### src/rtl/eid_defines.vh
// constants for the external request detect and hold block
`ifndef EID_DEFINES_VH
`define EID_DEFINES_VH

// register byte offsets on the apb bus
`define EID_OFF_FLAGS 12'h000
`define EID_OFF_MASK 12'h004
`define EID_OFF_CTRL0 12'h008
`define EID_OFF_CTRL1 12'h00c
`define EID_OFF_ISTAT 12'h010
`define EID_OFF_CORE_MASK_LEVEL 12'h014
`define EID_OFF_CORE 12'h018

// control register zero field positions
`define EID_C0_HOLD 0
`define EID_C0_NMI_EDGE 1
`define EID_C0_MU 2

// sense select: upper bit set means level sensing
`define EID_SENSE_LEVEL_BIT 1

// core mask level forced on non-maskable acceptance
`define EID_MASK_LEVEL_MAX 4'hf

// reset values
`define EID_RST_FLAGS 8'h00
`define EID_RST_MASK 8'hff
`define EID_RST_CTRL1 16'h0000
`define EID_RST_CTRL0 3'h0
`define EID_RST_CORE_MASK_LEVEL 2'h0
`define EID_RST_ISTAT 2'h0
`define EID_RST_LEVEL 4'h0

// interrupt status bit positions
`define EID_IS_REQ 0
`define EID_IS_NMI 1

`endif

### src/rtl/eid_top.v
// external request detect and hold controller with apb registers
// Notes on behaviour
// - eight request pins, each edge or level
// - sense 00 or 01 edge sets flag
// - sense 10 or 11 selects level sensing
// - flag bit 7 is request 0
// - edge flag clears by zero after read-one
// - writing one to edge flag ignored
// - hold set: flag tracks pin, writes ignored
// - hold set: flag drops when pin negates
// - hold set: no internal latching
// - hold clear: level request latched in flag
// - latched flag clears on accept or mask once pin negates
// - non-maskable pin edge polarity selectable
//
// Chosen here: the register offsets and the APB slave port.
`timescale 1ns/1ps
`default_nettype none
`include "eid_defines.vh"

module eid_top #(
    parameter NREQ = 8
) (
    input wire i_clock, // 50 mhz system clock
    input wire i_rst_b, // async reset, active low
    input wire [11:0] i_paddr, // apb byte address
    input wire i_psel, // apb select
    input wire i_penable, // apb access phase
    input wire i_pwrite, // apb write
    input wire [31:0] i_pwdata, // apb write data
    output reg [31:0] o_prdata, // apb read data
    output reg o_pready, // apb ready
    output reg o_pslverr, // apb error
    input wire [NREQ-1:0] i_ext_req_pin, // request pins, bit n = pin n
    input wire i_nmi_pin, // non-maskable request pin
    input wire i_core_accept, // core accepted any interrupt
    input wire i_core_accept_nmi, // core accepted the nmi
    output reg [NREQ-1:0] o_ext_req, // unmasked requests to core
    output reg o_nmi_req, // nmi pending to core
    output reg [3:0] o_core_mask_level, // core mask level
    output reg o_irq // summary interrupt, level
);

// ----------------------------------------------------------------
// registers and pin synchronisation
// ----------------------------------------------------------------
reg [NREQ-1:0] flags; // internal order: bit n = pin n
reg [NREQ-1:0] read_one; // edge flags seen as one by software
reg [NREQ-1:0] irq_mask_bits;
reg [2:0] intr_ctrl_reg_zero;
reg [2*NREQ-1:0] intr_ctrl_reg_one;
reg [1:0] istat;
reg [1:0] core_mask_level;
wire [NREQ:0] pins_sync;
wire [NREQ:0] rise;
wire [NREQ:0] fall;
// control fields read across the block
wire level_hold_ctrl = intr_ctrl_reg_zero[`EID_C0_HOLD];
wire nonmaskable_edge_select = intr_ctrl_reg_zero[`EID_C0_NMI_EDGE];
wire mask_auto_update = intr_ctrl_reg_zero[`EID_C0_MU];

// pins pass two flops before any detection
eid_sync #(.WIDTH(NREQ+1)) u_sync (
    .i_clock(i_clock),
    .i_rst_b(i_rst_b),
    .i_async({i_nmi_pin, i_ext_req_pin}),
    .o_sync(pins_sync)
);

// rise and fall pulses from the synchronised levels
eid_edge #(.WIDTH(NREQ+1)) u_edge (
    .i_clock(i_clock),
    .i_rst_b(i_rst_b),
    .i_level(pins_sync),
    .o_rise(rise),
    .o_fall(fall)
);

// ----------------------------------------------------------------
// apb decode
// ----------------------------------------------------------------
// a transfer is taken once, in its first access cycle; the ready
// that follows blocks a second take of the same transfer
wire acc = i_psel & i_penable & ~o_pready;
wire wr = acc & i_pwrite;
wire rd = acc & ~i_pwrite;
// one word per register; any other address answers with an error
// and reads zero, so a stray access can never change state
wire hit_flags = (i_paddr == `EID_OFF_FLAGS);
wire hit_mask = (i_paddr == `EID_OFF_MASK);
wire hit_c0 = (i_paddr == `EID_OFF_CTRL0);
wire hit_c1 = (i_paddr == `EID_OFF_CTRL1);
wire hit_is = (i_paddr == `EID_OFF_ISTAT);
wire hit_im = (i_paddr == `EID_OFF_CORE_MASK_LEVEL);
wire hit_core = (i_paddr == `EID_OFF_CORE);
wire mapped = hit_flags | hit_mask | hit_c0 | hit_c1 | hit_is | hit_im
    | hit_core;

// flag register seen by software, request 0 in bit 7
reg [NREQ-1:0] flags_sw;
reg [NREQ-1:0] wdata_int; // write data in internal order
integer k;
always @* begin
    flags_sw = {NREQ{1'b0}};
    wdata_int = {NREQ{1'b0}};
    for (k = 0; k < NREQ; k = k + 1) begin
        flags_sw[NREQ-1-k] = flags[k];
        wdata_int[k] = i_pwdata[NREQ-1-k];
    end
end

// ----------------------------------------------------------------
// per-pin flag logic
// ----------------------------------------------------------------
// each pin has its own mode; no state is shared between pins
genvar g;
generate
    for (g = 0; g < NREQ; g = g + 1) begin : g_pin
        wire [1:0] pin_sense_select = intr_ctrl_reg_one[2*g+1:2*g];
        // upper select bit picks level sensing
        wire lvl = pin_sense_select[`EID_SENSE_LEVEL_BIT];
        wire pin = pins_sync[g];
        // zero write clears only after the flag was read as one
        wire sw_clr = wr & hit_flags & ~wdata_int[g] & read_one[g];
        reg next_flag;
        reg next_read;
        always @* begin
            next_flag = flags[g];
            next_read = read_one[g];
            if (!lvl) begin
                // edge sensing; set wins over a same-cycle clear
                if (sw_clr) begin
                    next_flag = 1'b0;
                    next_read = 1'b0;
                end
                if (rd & hit_flags & flags[g]) begin
                    next_read = 1'b1;
                end
                if (rise[g]) begin
                    next_flag = 1'b1;
                end
            end else if (level_hold_ctrl) begin
                // pure tracking, writes have no effect
                next_flag = pin;
                next_read = 1'b0;
            end else begin
                next_read = 1'b0;
                // latched until pin gone and accept or mask
                if (!pin & (i_core_accept | irq_mask_bits[g])) begin
                    next_flag = 1'b0;
                end
                if (pin) begin
                    next_flag = 1'b1;
                end
            end
        end
        always @(posedge i_clock or negedge i_rst_b) begin
            if (!i_rst_b) begin
                flags[g] <= 1'b0;
                read_one[g] <= 1'b0;
            end else begin
                flags[g] <= next_flag;
                read_one[g] <= next_read;
            end
        end
    end
endgenerate

// ----------------------------------------------------------------
// non-maskable request and core mask level
// ----------------------------------------------------------------
// polarity chosen by edge select: 1 rising, 0 falling
wire nmi_edge = nonmaskable_edge_select ? rise[NREQ] : fall[NREQ];
// new request: an unmasked flag not yet shown to the core
wire any_req_rise = |(flags & ~irq_mask_bits & ~o_ext_req);

// pending non-maskable request
always @(posedge i_clock or negedge i_rst_b) begin
    if (!i_rst_b) begin
        o_nmi_req <= 1'b0;
    end else begin
        // set wins so an edge in the accept cycle is not lost
        if (nmi_edge) begin
            o_nmi_req <= 1'b1;
        end else if (i_core_accept_nmi) begin
            o_nmi_req <= 1'b0;
        end
    end
end

// core mask level: forced on accepted nmi when mask update is set, else software writes
always @(posedge i_clock or negedge i_rst_b) begin
    if (!i_rst_b) begin
        o_core_mask_level <= `EID_RST_LEVEL;
    end else begin
        // the forced level wins over a write in the same cycle
        if (i_core_accept_nmi & mask_auto_update) begin
            o_core_mask_level <= `EID_MASK_LEVEL_MAX;
        end else if (wr & hit_core) begin
            o_core_mask_level <= i_pwdata[3:0];
        end
    end
end

// ----------------------------------------------------------------
// software registers
// ----------------------------------------------------------------
// pin mask, reset all masked so no stray request reaches the core
always @(posedge i_clock or negedge i_rst_b) begin
    if (!i_rst_b) begin
        irq_mask_bits <= `EID_RST_MASK;
    end else if (wr & hit_mask) begin
        irq_mask_bits <= i_pwdata[NREQ-1:0];
    end
end

// control zero: hold, nmi polarity, mask update
always @(posedge i_clock or negedge i_rst_b) begin
    if (!i_rst_b) begin
        intr_ctrl_reg_zero <= `EID_RST_CTRL0;
    end else if (wr & hit_c0) begin
        intr_ctrl_reg_zero <= i_pwdata[2:0];
    end
end

// control one: two sense bits per pin, reset to edge sensing
always @(posedge i_clock or negedge i_rst_b) begin
    if (!i_rst_b) begin
        intr_ctrl_reg_one <= `EID_RST_CTRL1;
    end else if (wr & hit_c1) begin
        intr_ctrl_reg_one <= i_pwdata[2*NREQ-1:0];
    end
end

// event enables for the summary interrupt
always @(posedge i_clock or negedge i_rst_b) begin
    if (!i_rst_b) begin
        core_mask_level <= `EID_RST_CORE_MASK_LEVEL;
    end else if (wr & hit_im) begin
        core_mask_level <= i_pwdata[1:0];
    end
end

// ----------------------------------------------------------------
// interrupt status and outputs to the core
// ----------------------------------------------------------------
// status events: new unmasked request, selected nmi edge
wire [1:0] istat_set = {nmi_edge, any_req_rise};
// write one clears; bits written as zero are left alone
wire [1:0] istat_clr = (wr & hit_is) ? i_pwdata[1:0] : 2'h0;

// sticky status; a new event in the clear cycle still sets
always @(posedge i_clock or negedge i_rst_b) begin
    if (!i_rst_b) begin
        istat <= `EID_RST_ISTAT;
    end else begin
        istat <= (istat & ~istat_clr) | istat_set;
    end
end

// registered outputs to the core, one cycle behind the state
always @(posedge i_clock or negedge i_rst_b) begin
    if (!i_rst_b) begin
        o_ext_req <= {NREQ{1'b0}};
        o_irq <= 1'b0;
    end else begin
        o_ext_req <= flags & ~irq_mask_bits;
        o_irq <= |(istat & core_mask_level);
    end
end

// ----------------------------------------------------------------
// bus answer
// ----------------------------------------------------------------
// one wait state: ready answers the cycle after access; read data
// is zero outside the answer so stale values never leak
always @(posedge i_clock or negedge i_rst_b) begin
    if (!i_rst_b) begin
        o_pready <= 1'b0;
        o_pslverr <= 1'b0;
        o_prdata <= 32'h0;
    end else begin
        o_pready <= acc;
        o_pslverr <= acc & ~mapped;
        o_prdata <= 32'h0;
        if (rd) begin
            case (1'b1)
                hit_flags: o_prdata <= {24'h0, flags_sw};
                hit_mask: o_prdata <= {24'h0, irq_mask_bits};
                hit_c0: o_prdata <= {28'h0, pins_sync[NREQ],
                    intr_ctrl_reg_zero};
                hit_c1: o_prdata <= {16'h0, intr_ctrl_reg_one};
                hit_is: o_prdata <= {30'h0, istat};
                hit_im: o_prdata <= {30'h0, core_mask_level};
                hit_core: o_prdata <= {28'h0, o_core_mask_level};
                default: o_prdata <= 32'h0;
            endcase
        end
    end
end

endmodule // eid_top
`default_nettype wire

### src/rtl/eid_sync.v
// two flip-flop synchroniser for a bundle of asynchronous pins
`timescale 1ns/1ps
`default_nettype none

module eid_sync #(
    parameter WIDTH = 9
) (
    input wire i_clock, // system clock
    input wire i_rst_b, // async reset, active low
    input wire [WIDTH-1:0] i_async, // raw pin levels
    output reg [WIDTH-1:0] o_sync // synchronised levels
);

reg [WIDTH-1:0] meta;

// first stage feeds only the second
always @(posedge i_clock or negedge i_rst_b) begin
    if (!i_rst_b) begin
        meta <= {WIDTH{1'b0}};
        o_sync <= {WIDTH{1'b0}};
    end else begin
        meta <= i_async;
        o_sync <= meta;
    end
end

endmodule // eid_sync
`default_nettype wire

### src/rtl/eid_edge.v
// per-bit edge detector on synchronised levels
`timescale 1ns/1ps
`default_nettype none

module eid_edge #(
    parameter WIDTH = 9
) (
    input wire i_clock, // system clock
    input wire i_rst_b, // async reset, active low
    input wire [WIDTH-1:0] i_level, // synchronised levels
    output wire [WIDTH-1:0] o_rise, // rising edge pulse
    output wire [WIDTH-1:0] o_fall // falling edge pulse
);

reg [WIDTH-1:0] last;

// previous level, reset low so a pin high at reset gives one rise
always @(posedge i_clock or negedge i_rst_b) begin
    if (!i_rst_b) begin
        last <= {WIDTH{1'b0}};
    end else begin
        last <= i_level;
    end
end

assign o_rise = i_level & ~last;
assign o_fall = ~i_level & last;

endmodule // eid_edge
`default_nettype wire

### config.mk
export PLATFORM = sky130hd
export DESIGN_NAME = eid_top
export DESIGN_NICKNAME = d
export VERILOG_FILES = /design/src/rtl/eid_top.v /design/src/rtl/eid_sync.v /design/src/rtl/eid_edge.v
export VERILOG_INCLUDE_DIRS = /design/src /design/src/rtl
export SDC_FILE = /design/constraint.sdc
export NUM_CORES = 1
export LEC_CHECK = 0
export ABC_CLOCK_PERIOD_IN_PS = 2100
export BUFFER_PORTS_ARGS = -buffer_cell sky130_fd_sc_hd__buf_2
export CAP_MARGIN = 20
export CORE_MARGIN = 3
export CORE_UTILIZATION = 53
export CTS_CLUSTER_DIAMETER = 100
export DETAILED_ROUTE_END_ITERATION = 8
export MAX_ROUTING_LAYER = met4
export PLACE_DENSITY = 0.78
export SLEW_MARGIN = 10
export SYNTH_ARGS = -nofsm -noshare
export SYNTH_HDL_FRONTEND = slang
export SYNTH_SLANG_ARGS = --single-unit
### constraint.sdc
create_clock -name i_clock -period 2.1 [get_ports i_clock]
set_input_delay 0.315 -clock i_clock [delete_from_list [all_inputs] [get_ports i_clock]]
set_output_delay 0.315 -clock i_clock [all_outputs]
set_load 0.005 [all_outputs]
==> results.toml, run 1 <==
[outcome]
status = "complete, but fails checks"
violations = "hold timing"

[hold_path]
hp-class = "input pin to asynchronous set/reset pin"

[synth]
synth_edf_count = 0
ys_types = 44
avgSynthCellArea_um2 = 12.3
synthFlopType = "dfrtp_1"
synth_top_area_cell = "dfrtp_1"
postSynthCellCount = 368
synthArstFlopShare_pct = 100
yosys-top-cells-area = "dfrtp_1 (54%), mux2_2 (5.2%), dfstp_2 (4.7%), mux2_4 (3.3%), o31ai_1 (3.0%)"
ys_seq_elements = 106
synth_top_area_share_pct = 54.4
synth_warnings = 0
syn-cell-area_um2 = 4510
synth.yosys.seq_area_share_pct = 59.0

[timing]
rsz0062_at_grt = "no"
finalCriticalPeriod_ps = 1800
tightest_slew_ps = 716
relSlewSlack_pct = 51.0
setup_viol = 0
period_share_pct = 85.7
fmaxAchievable_mhz = 556
finalHoldViolations = 6
slew_viol_final = 0
setup_tns_ps = 0
skew_ps = 5.20
hold_slack_ps = -10.9

[floorplanning]
ioPinCount = 108
coreArea_um2 = 8260
start_util_pct = 54.6
dieArea_um2 = 9660
row_count = 33
fp.dieW_um = 98.3
die-height_um = 98.3

[cells_and_area]
nNetsFinal = 512
layout_commonest_cell = "dfrtp_1"
diodes = 0
drive_gt1_share_pct = 33.3
final_cell_mix = "dfrtp_1 (98), buf_2 (74), o21ai_0 (23)"
num-fill-cells = 652
syn2layout_area_growth_pct = 15.3

[global_routing]
grt_pass1_wl_mm = 16.0
grt_pass1_vias = 3119
grt_max_degree = 107
grtUsageTotal_pct = 21.7
grt_overflow_total = 0
antenna_found_initial = 0

[power]
pwr-share-comb_pct = 6.0
ir_drop_mv = 0.361
intPower_uw = 2710
seq_power_share_pct = 58.6
leakage_uw = 0.00252
p_sw_uw = 856
clkPwrFrac_pct = 35.4
pwr_density_cell_nw_per_um2 = 685
switching_share_pct = 24.0

[clock_network]
clock-sinks = 106
clock_latency_ps = 360
cts_setup_buffers = 0
numCtsBuffers = 9
clockBufferDepth = 2
clock-root-buffer = "clkbuf_8"
h-tree-depth = 3
ctsHoldBuffers = 0
cts_tree = "built"
clk_pin_slew_ps = 100
ctsResizeCount = 0

[job]
max_cap_viol_count = 0

[critical_path]
crit_type = "flop to flop"
cp_max_fo = 8
crit_path_start_kind = "flop"
crit_path_end_kind = "flop"
cp.required_ps = 2410
crit_arrival_ps = 2110

[route]
drt_iter0_markers = 283
drt-wirelength-per-cell_um = 17.6
dr.pass1.iters = 5
via_count = 3214
ant_nets = 0
totalWireLength_mm = 9.89
route.detailed.drc = 0
via_per_inst = 5.72

[place]
place_congestion = 0.872
io_buffers = 75
hpwlAfterDp_mm = 7.01
## cell usage after synthesis, types with 2 or more instances
library cell,n
nor4_4,2
nand3_1,11
buf_4,16
a22o_1,2
a2111oi_0,2
nor2_1,18
mux2_2,21
nand2_1,14
o21ai_0,23
nand2b_1,9
mux2i_1,9
dfrtp_1,98
o31ai_1,18
buf_2,3
nor4_1,8
inv_1,17
dfstp_2,8
a32o_1,3
mux2_4,10
nand4_1,3
o211ai_1,6
a21oi_1,10
nor4bb_1,2
and4_2,2
o221ai_1,2
and2_1,9
clkbuf_1,7
or2_2,2
a31oi_1,4
nor2b_1,15
## sequential cells by signal, summed over array words and instances (netlist names), 2 cells and up
name and flops:
intr_ctrl_reg_zero 3, istat 2, irq_mask_bits 8, o_core_mask_level 4, o_ext_req 8, u_sync.meta 9
intr_ctrl_reg_one 16, core_mask_level 2, o_prdata 16, read_one 8, u_edge.last 9, flags 8
u_sync.o_sync 9
## path summary, 6_finish.rpt
path | end | from | cells past startpoint | slack [ps]
worst max-delay path | o_prdata[12] | o_pready | 5 | 300
min in group i_clock | u_sync.meta[4] | i_ext_req_pin[4] | 1 | 50
worst min-delay path | o_pslverr | i_rst_b | 2 | -10
max in group asynchronous | irq_mask_bits[2] | i_rst_b | 2 | 1670
worst max register to register | o_prdata[12] | o_pready | 5 | 300
worst min register to register | u_sync.o_sync[8] | u_sync.meta[8] | 0 | 360
## worst max-delay path, stage by stage, from the launching register on
cell and delay (ps):
dfrtp_1 410, nor4bb_1 470, nand4_1 330, nor2_1 210
buf_4 190, and2_1 130
## metal layers
layer,vias to the layer above,GRT usage [%],wire length [µm]
met3,20,5.07,699
met4,0,7.56,225
met2,134,33.2,4740
met1,1612,28.7,4220
met5,-,-,0
li1,1448,-,-
## cells by family after synthesis
| group | synth area share [%] |
|---|---|
| AOI/OAI and AO/OA | 10.6 |
| muxes | 10.6 |
| and+or+nand+nor | 14.0 |
| DFF | 59.0 |
| other | 0.0831 |
| buffers and inverters | 5.66 |
## power by group through the flow
stage	sequential [µW]	clock [µW]	combinational [µW]
4_1_cts	2090	1290	214
3_3_place_gp	2120	0	208
6_report	2090	1260	214
2_1_floorplan	2120	0	103
5_1_grt	2090	1380	237
3_5_place_dp	2130	0	213
## final cells by class
class | instances | area [µm²] | share of cell area (%)
clock buffers | 9 | 124 | 2.38
clock inverters | 7 | 75.1 | 1.44
inverters | 17 | 63.8 | 1.23
multi-input cells | 231 | 1650 | 31.7
flip-flops and latches | 106 | 2660 | 51.2
well taps | 105 | 131 | 2.53
repair buffers | 87 | 493 | 9.48
## per-stage QoR
step	worst slack [ps]	area, µm²	util (%)	cells	total power (µW)
3_5_place_dp	178	5000	60.6	546	2340
4_1_cts	294	5200	63.0	562	3590
5_1_grt	151	5200	63.0	562	3710
2_1_floorplan	302	4570	-	383	2230
6_report	300	5200	63.0	562	3560
3_3_place_gp	208	5000	60.6	546	2330
Power figures use the tool's default switching activity.
==> run 2: changes to the inputs <==
Settings changed: CORE_UTILIZATION 53 to 41, GPL_ROUTABILITY_DRIVEN set to 0, PLACE_DENSITY 0.78 to 0.63.
==> run 2 against run 1 <==
  * The flow now finishes without violations
  * Clock power is 4% lower
  * Final cell count is 6.6% higher
  * Wire length is 1.3% higher
  * Die area is 27% higher
  * Design area is 1.8% higher
  * Clock skew is 7.3 ps higher
  * Fmax is 0.44% lower
  * Power is 1.3% lower
  * Critical endpoint is now o_prdata[15]
  * First-iteration DRC count is 61% lower
  * Sequential power hardly changed
  * Largest cell class unchanged
  * Largest power group unchanged
  * Hold slack better by 57 ps
==> results.toml, run 2 (synthesis gave the netlist of run 1 again) <==
[route]
via_count = 3126
drt-wirelength-per-cell_um = 16.7
totalWireLength_mm = 10.0
drt_iter0_markers = 110
route.detailed.drc = 0
ant_nets = 0
via_per_inst = 5.22
dr.pass1.iters = 4

[global_routing]
met3_usage_pct = 4.31
grt_pass1_vias = 3250
grt_max_degree = 40
antenna_found_initial = 0
grt_use_met2_pct = 26.7
met1_usage_pct = 23.4
grt_pass1_wl_mm = 16.7
grt_overflow_total = 0
grtUsageTotal_pct = 17.6
gr-max-usage-layer = "met2"

[cells_and_area]
drive_gt1_share_pct = 33.9
num-fill-cells = 942
diodes = 0
syn2layout_area_growth_pct = 17.3
nNetsFinal = 518
final_cell_mix = "dfrtp_1 (98), buf_2 (74), o21ai_0 (23)"
final_cells = 599
reg.largest.list = "intr_ctrl_reg_one (16), o_prdata (16)"
layout_commonest_cell = "dfrtp_1"

[clock_network]
clock-sinks = 106
h-tree-depth = 3
clk_pin_slew_ps = 110
clock_latency_ps = 360
cts_setup_buffers = 0
ctsHoldBuffers = 1
numCtsBuffers = 9
clockBufferDepth = 2
clock-root-buffer = "clkbuf_8"
cts_tree = "built"
ctsResizeCount = 0

[timing]
skew_ps = 12.5
fmaxAchievable_mhz = 553
slew_viol_final = 0
relSlewSlack_pct = 65.6
rsz0062_at_grt = "no"
period_share_pct = 86.1
finalHoldViolations = 0
hold_slack_ps = 45.7
finalCriticalPeriod_ps = 1810
worst_slack_ps = 292
setup_viol = 0
setup_tns_ps = 0
tightest_slew_ps = 516

[critical_path]
crit_path_start_kind = "flop"
crit_arrival_ps = 2110
worstSetupStartpoint = "o_pready"
crit_type = "flop to flop"
rr_worst_depth = 5
critPathCapture = "o_prdata[15]"
reg2reg_from = "o_pready"
reg2reg_to = "o_prdata[15]"
cp_max_fo = 8
cp.required_ps = 2400
crit_path_end_kind = "flop"
rrSetupSlack_ps = 290

[place]
place_ws_ps = 116
io_buffers = 75
dp_cells = 582
hpwlAfterDp_mm = 7.35

[job]
max_cap_viol_count = 0

[outcome]
status = "completed"

[power]
ir_drop_mv = 0.335
leakage_uw = 0.00254
power_uw = 3520
pwr_density_cell_nw_per_um2 = 665

[hold_path]
hp-start = "i_ext_req_pin[3]"
hp-class = "input pin to flop"

[floorplanning]
fp.dieW_um = 111
row_count = 37
ioPinCount = 108
dieArea_um2 = 12300
coreArea_um2 = 10500
die-height_um = 111
start_util_pct = 42.9
## run 2: per-stage QoR
step	instance area, µm²	util (%)
floorplan	4570	-
global placement	5090	48.4
detailed placement	5090	48.4
CTS	5290	50.4
global route	5290	50.4
finish	5290	50.4
## run 2: worst min-delay path by stage
stage / endpoint / cells past startpoint
after floorplan: core_mask_level[0] / 0
after global placement: u_sync.meta[8] / 1
after detailed placement: u_sync.meta[8] / 1
after CTS: u_sync.meta[4] / 1
after global routing: u_sync.meta[5] / 1
final: u_sync.meta[3] / 1
## run 2: cell type report
class	count	area [µm²]	area share, %
inverters	17	63.8	1.21
multi-input cells	231	1650	31.2
flip-flops and latches	106	2660	50.3
repair buffers	93	553	10.4
clock buffers	9	124	2.34
clock inverters	7	70.1	1.32
well taps	136	170	3.21
## run 2: power by group
group	internal [µW]	switching, µW
clock	465	746
combinational	78.9	142
sequential	2070	13.5
total	2620	901
## run 2: critical path, cell delays in order, from the launching register on
cell and delay (ps):
dfrtp_1 420, nor4bb_1 370, nand4_1 380, nor2_1 270
buf_4 190, and2_1 120
## run 2: layer usage
metal / wire [µm] / part of all wire (%)
met3: 552 / 5.5
met4: 193 / 1.9
met5: 0 / 0
met2: 4810 / 48
met1: 4470 / 45
==> run 3: changes to the inputs <==
Settings changed: ABC_AREA set to 1.
==> run 3 against run 2 <==
  * Critical endpoint is now intr_ctrl_reg_one[13]
  * Wire length down 2.2%
  * Critical path depth unchanged
  * Final cell count up 13%
  * Critical path type unchanged
  * Non-clock buffer count down 13
  * Sequential power about the same
  * Die area down 1.7%
  * Utilization down 1.4 points
==> results.toml, run 3 <==
[place]
place_area_um2 = 4920
io_buffers = 75
hpwlAfterDp_mm = 7.11

[critical_path]
crit_type = "flop to flop"
reg2reg_from = "o_pready"
crit_arrival_ps = 1820
cp.required_ps = 2350
crit_path_end_kind = "flop"
crit_path_start_kind = "flop"
cp_max_fo = 24
reg2reg_to = "intr_ctrl_reg_one[13]"
rrSetupSlack_ps = 530
rr_worst_depth = 5

[clock_network]
ctsHoldBuffers = 1
clk_pin_slew_ps = 100
clock-root-buffer = "clkbuf_8"
ctsResizeCount = 0
clock-sinks = 106
numCtsBuffers = 9
clockBufferDepth = 2
cts_tree = "built"
cts_setup_buffers = 0
h-tree-depth = 3
clock_latency_ps = 360

[floorplanning]
dieArea_um2 = 12100
coreArea_um2 = 10400
start_util_pct = 42.5
ioPinCount = 108
fp.dieW_um = 110
die-height_um = 110
row_count = 37

[hold_path]
hold_path_depth = 1
hp-start = "i_nmi_pin"
min_to = "u_sync.meta[8]"
hp-class = "input pin to flop"

[route]
drt_iter0_markers = 176
via_per_inst = 4.88
totalWireLength_mm = 9.80
via_count = 3312
route.detailed.drc = 0
ant_nets = 0
dr.pass1.iters = 5
drt-wirelength-per-cell_um = 14.4

[timing]
setup_viol = 0
finalHoldViolations = 0
slew_viol_final = 0
setup_tns_ps = 0
period_share_pct = 74.9
finalCriticalPeriod_ps = 1570
fmaxAchievable_mhz = 636
relSlewSlack_pct = 63.3
rsz0062_at_grt = "no"
skew_ps = 12.7
tightest_slew_ps = 550

[synth]
ys_seq_elements = 106
avgSynthCellArea_um2 = 9.76
synth_top_area_cell = "dfrtp_1"
synthFlopType = "dfrtp_1"
postSynthCellCount = 454
synth_common_cells = "nand2_1 (123), dfrtp_1 (98), inv_1 (40), o21ai_0 (36), nand3_1 (26)"
synth_top_area_share_pct = 55.4
syn-cell-area_um2 = 4430
yosysMostFrequentCell = "nand2_1"
ys_types = 35
synth_warnings = 0
synth_edf_count = 0
synth.yosys.seq_area_share_pct = 60.1
synthArstFlopShare_pct = 100
yosys-top-cells-area = "dfrtp_1 (55%), nand2_1 (10%), dfstp_2 (4.7%), o21ai_0 (4.1%), inv_1 (3.4%)"

[global_routing]
grtUsageTotal_pct = 17.3
grt_pass1_vias = 3121
grt_max_degree = 51
grt_pass1_wl_mm = 15.3
antenna_found_initial = 0
grt_overflow_total = 0

[job]
max_cap_viol_count = 0

[power]
power_uw = 3400
ir_drop_mv = 0.434
leakage_uw = 0.00264
pwr_density_cell_nw_per_um2 = 667

[cells_and_area]
layout_commonest_cell = "nand2_1"
num-fill-cells = 973
diodes = 0
design_area_um2 = 5100
reg.largest.list = "intr_ctrl_reg_one (16), o_prdata (16)"
syn2layout_area_growth_pct = 15.2
final_cell_mix = "nand2_1 (123), dfrtp_1 (98), buf_2 (74)"
drive_gt1_share_pct = 24.9
nNetsFinal = 598

[outcome]
status = "completed"
-- run 3: layout make-up --
type                    instances  area [µm²]  share of cell area [%]
well taps                     136         170                    3.33
clock buffers                  13         149                    2.92
multi-input cells             296        1490                    29.3
repair buffers                 80         430                    8.44
inverters                      45         174                    3.41
flip-flops and latches        106        2660                    52.2
clock inverters                 3        23.8                   0.466
-- run 3: cells by family after synthesis --
logic type             after synthesis  synth area share [%]
AND/OR/NAND/NOR                    210                  22.5
flip-flops                         106                  60.1
buffers and inverters               67                  7.46
AO/OA/AOI/OAI                       62                  7.51
multiplexers                         8                  2.37
other                                1                0.0847
-- run 3: critical path: stages, from the launching register on --
cell     delay, ps
dfrtp_1        410
nor2_4         170
nand2_2        130
inv_2          170
nand2_4        210
mux2_4         350
-- run 3: report_power, final --
part	internal [µW]	switching, µW	total (µW)
Combinational	57.3	115	172
Sequential	2070	12.9	2090
Clock	471	673	1140
-- run 3: worst max path at each step --
stage	startpoint	to	slack [ps]	cells past startpoint
after floorplan	i_paddr[11]	intr_ctrl_reg_one[12]	690	8
after global placement	i_paddr[11]	flags[2]	320	9
after detailed placement	i_paddr[11]	read_one[7]	300	8
after CTS	o_pready	intr_ctrl_reg_one[13]	510	5
after global routing	o_pready	read_one[6]	430	5
final	o_pready	intr_ctrl_reg_one[13]	530	5
-- run 3: metrics by stage --
stage | cells | util, % | setup WS, ps | hold WS (ps)
6_report | 679 | 49.0 | 528 | 48.5
4_1_cts | 679 | 49.0 | 513 | 37.3
5_1_grt | 679 | 49.0 | 433 | 32.4
3_3_place_gp | 662 | 47.2 | 318 | 333
3_5_place_dp | 662 | 47.2 | 299 | 335
2_1_floorplan | 469 | - | 687 | 19.4
-- run 3: metal layers --
metal	vias up	share of wire [%]	track usage (%)
met4	0	1.6	6.06
met2	99	47	26.6
met5	-	0	-
met1	1598	45	23.3
li1	1601	-	-
met3	14	6.1	2.88
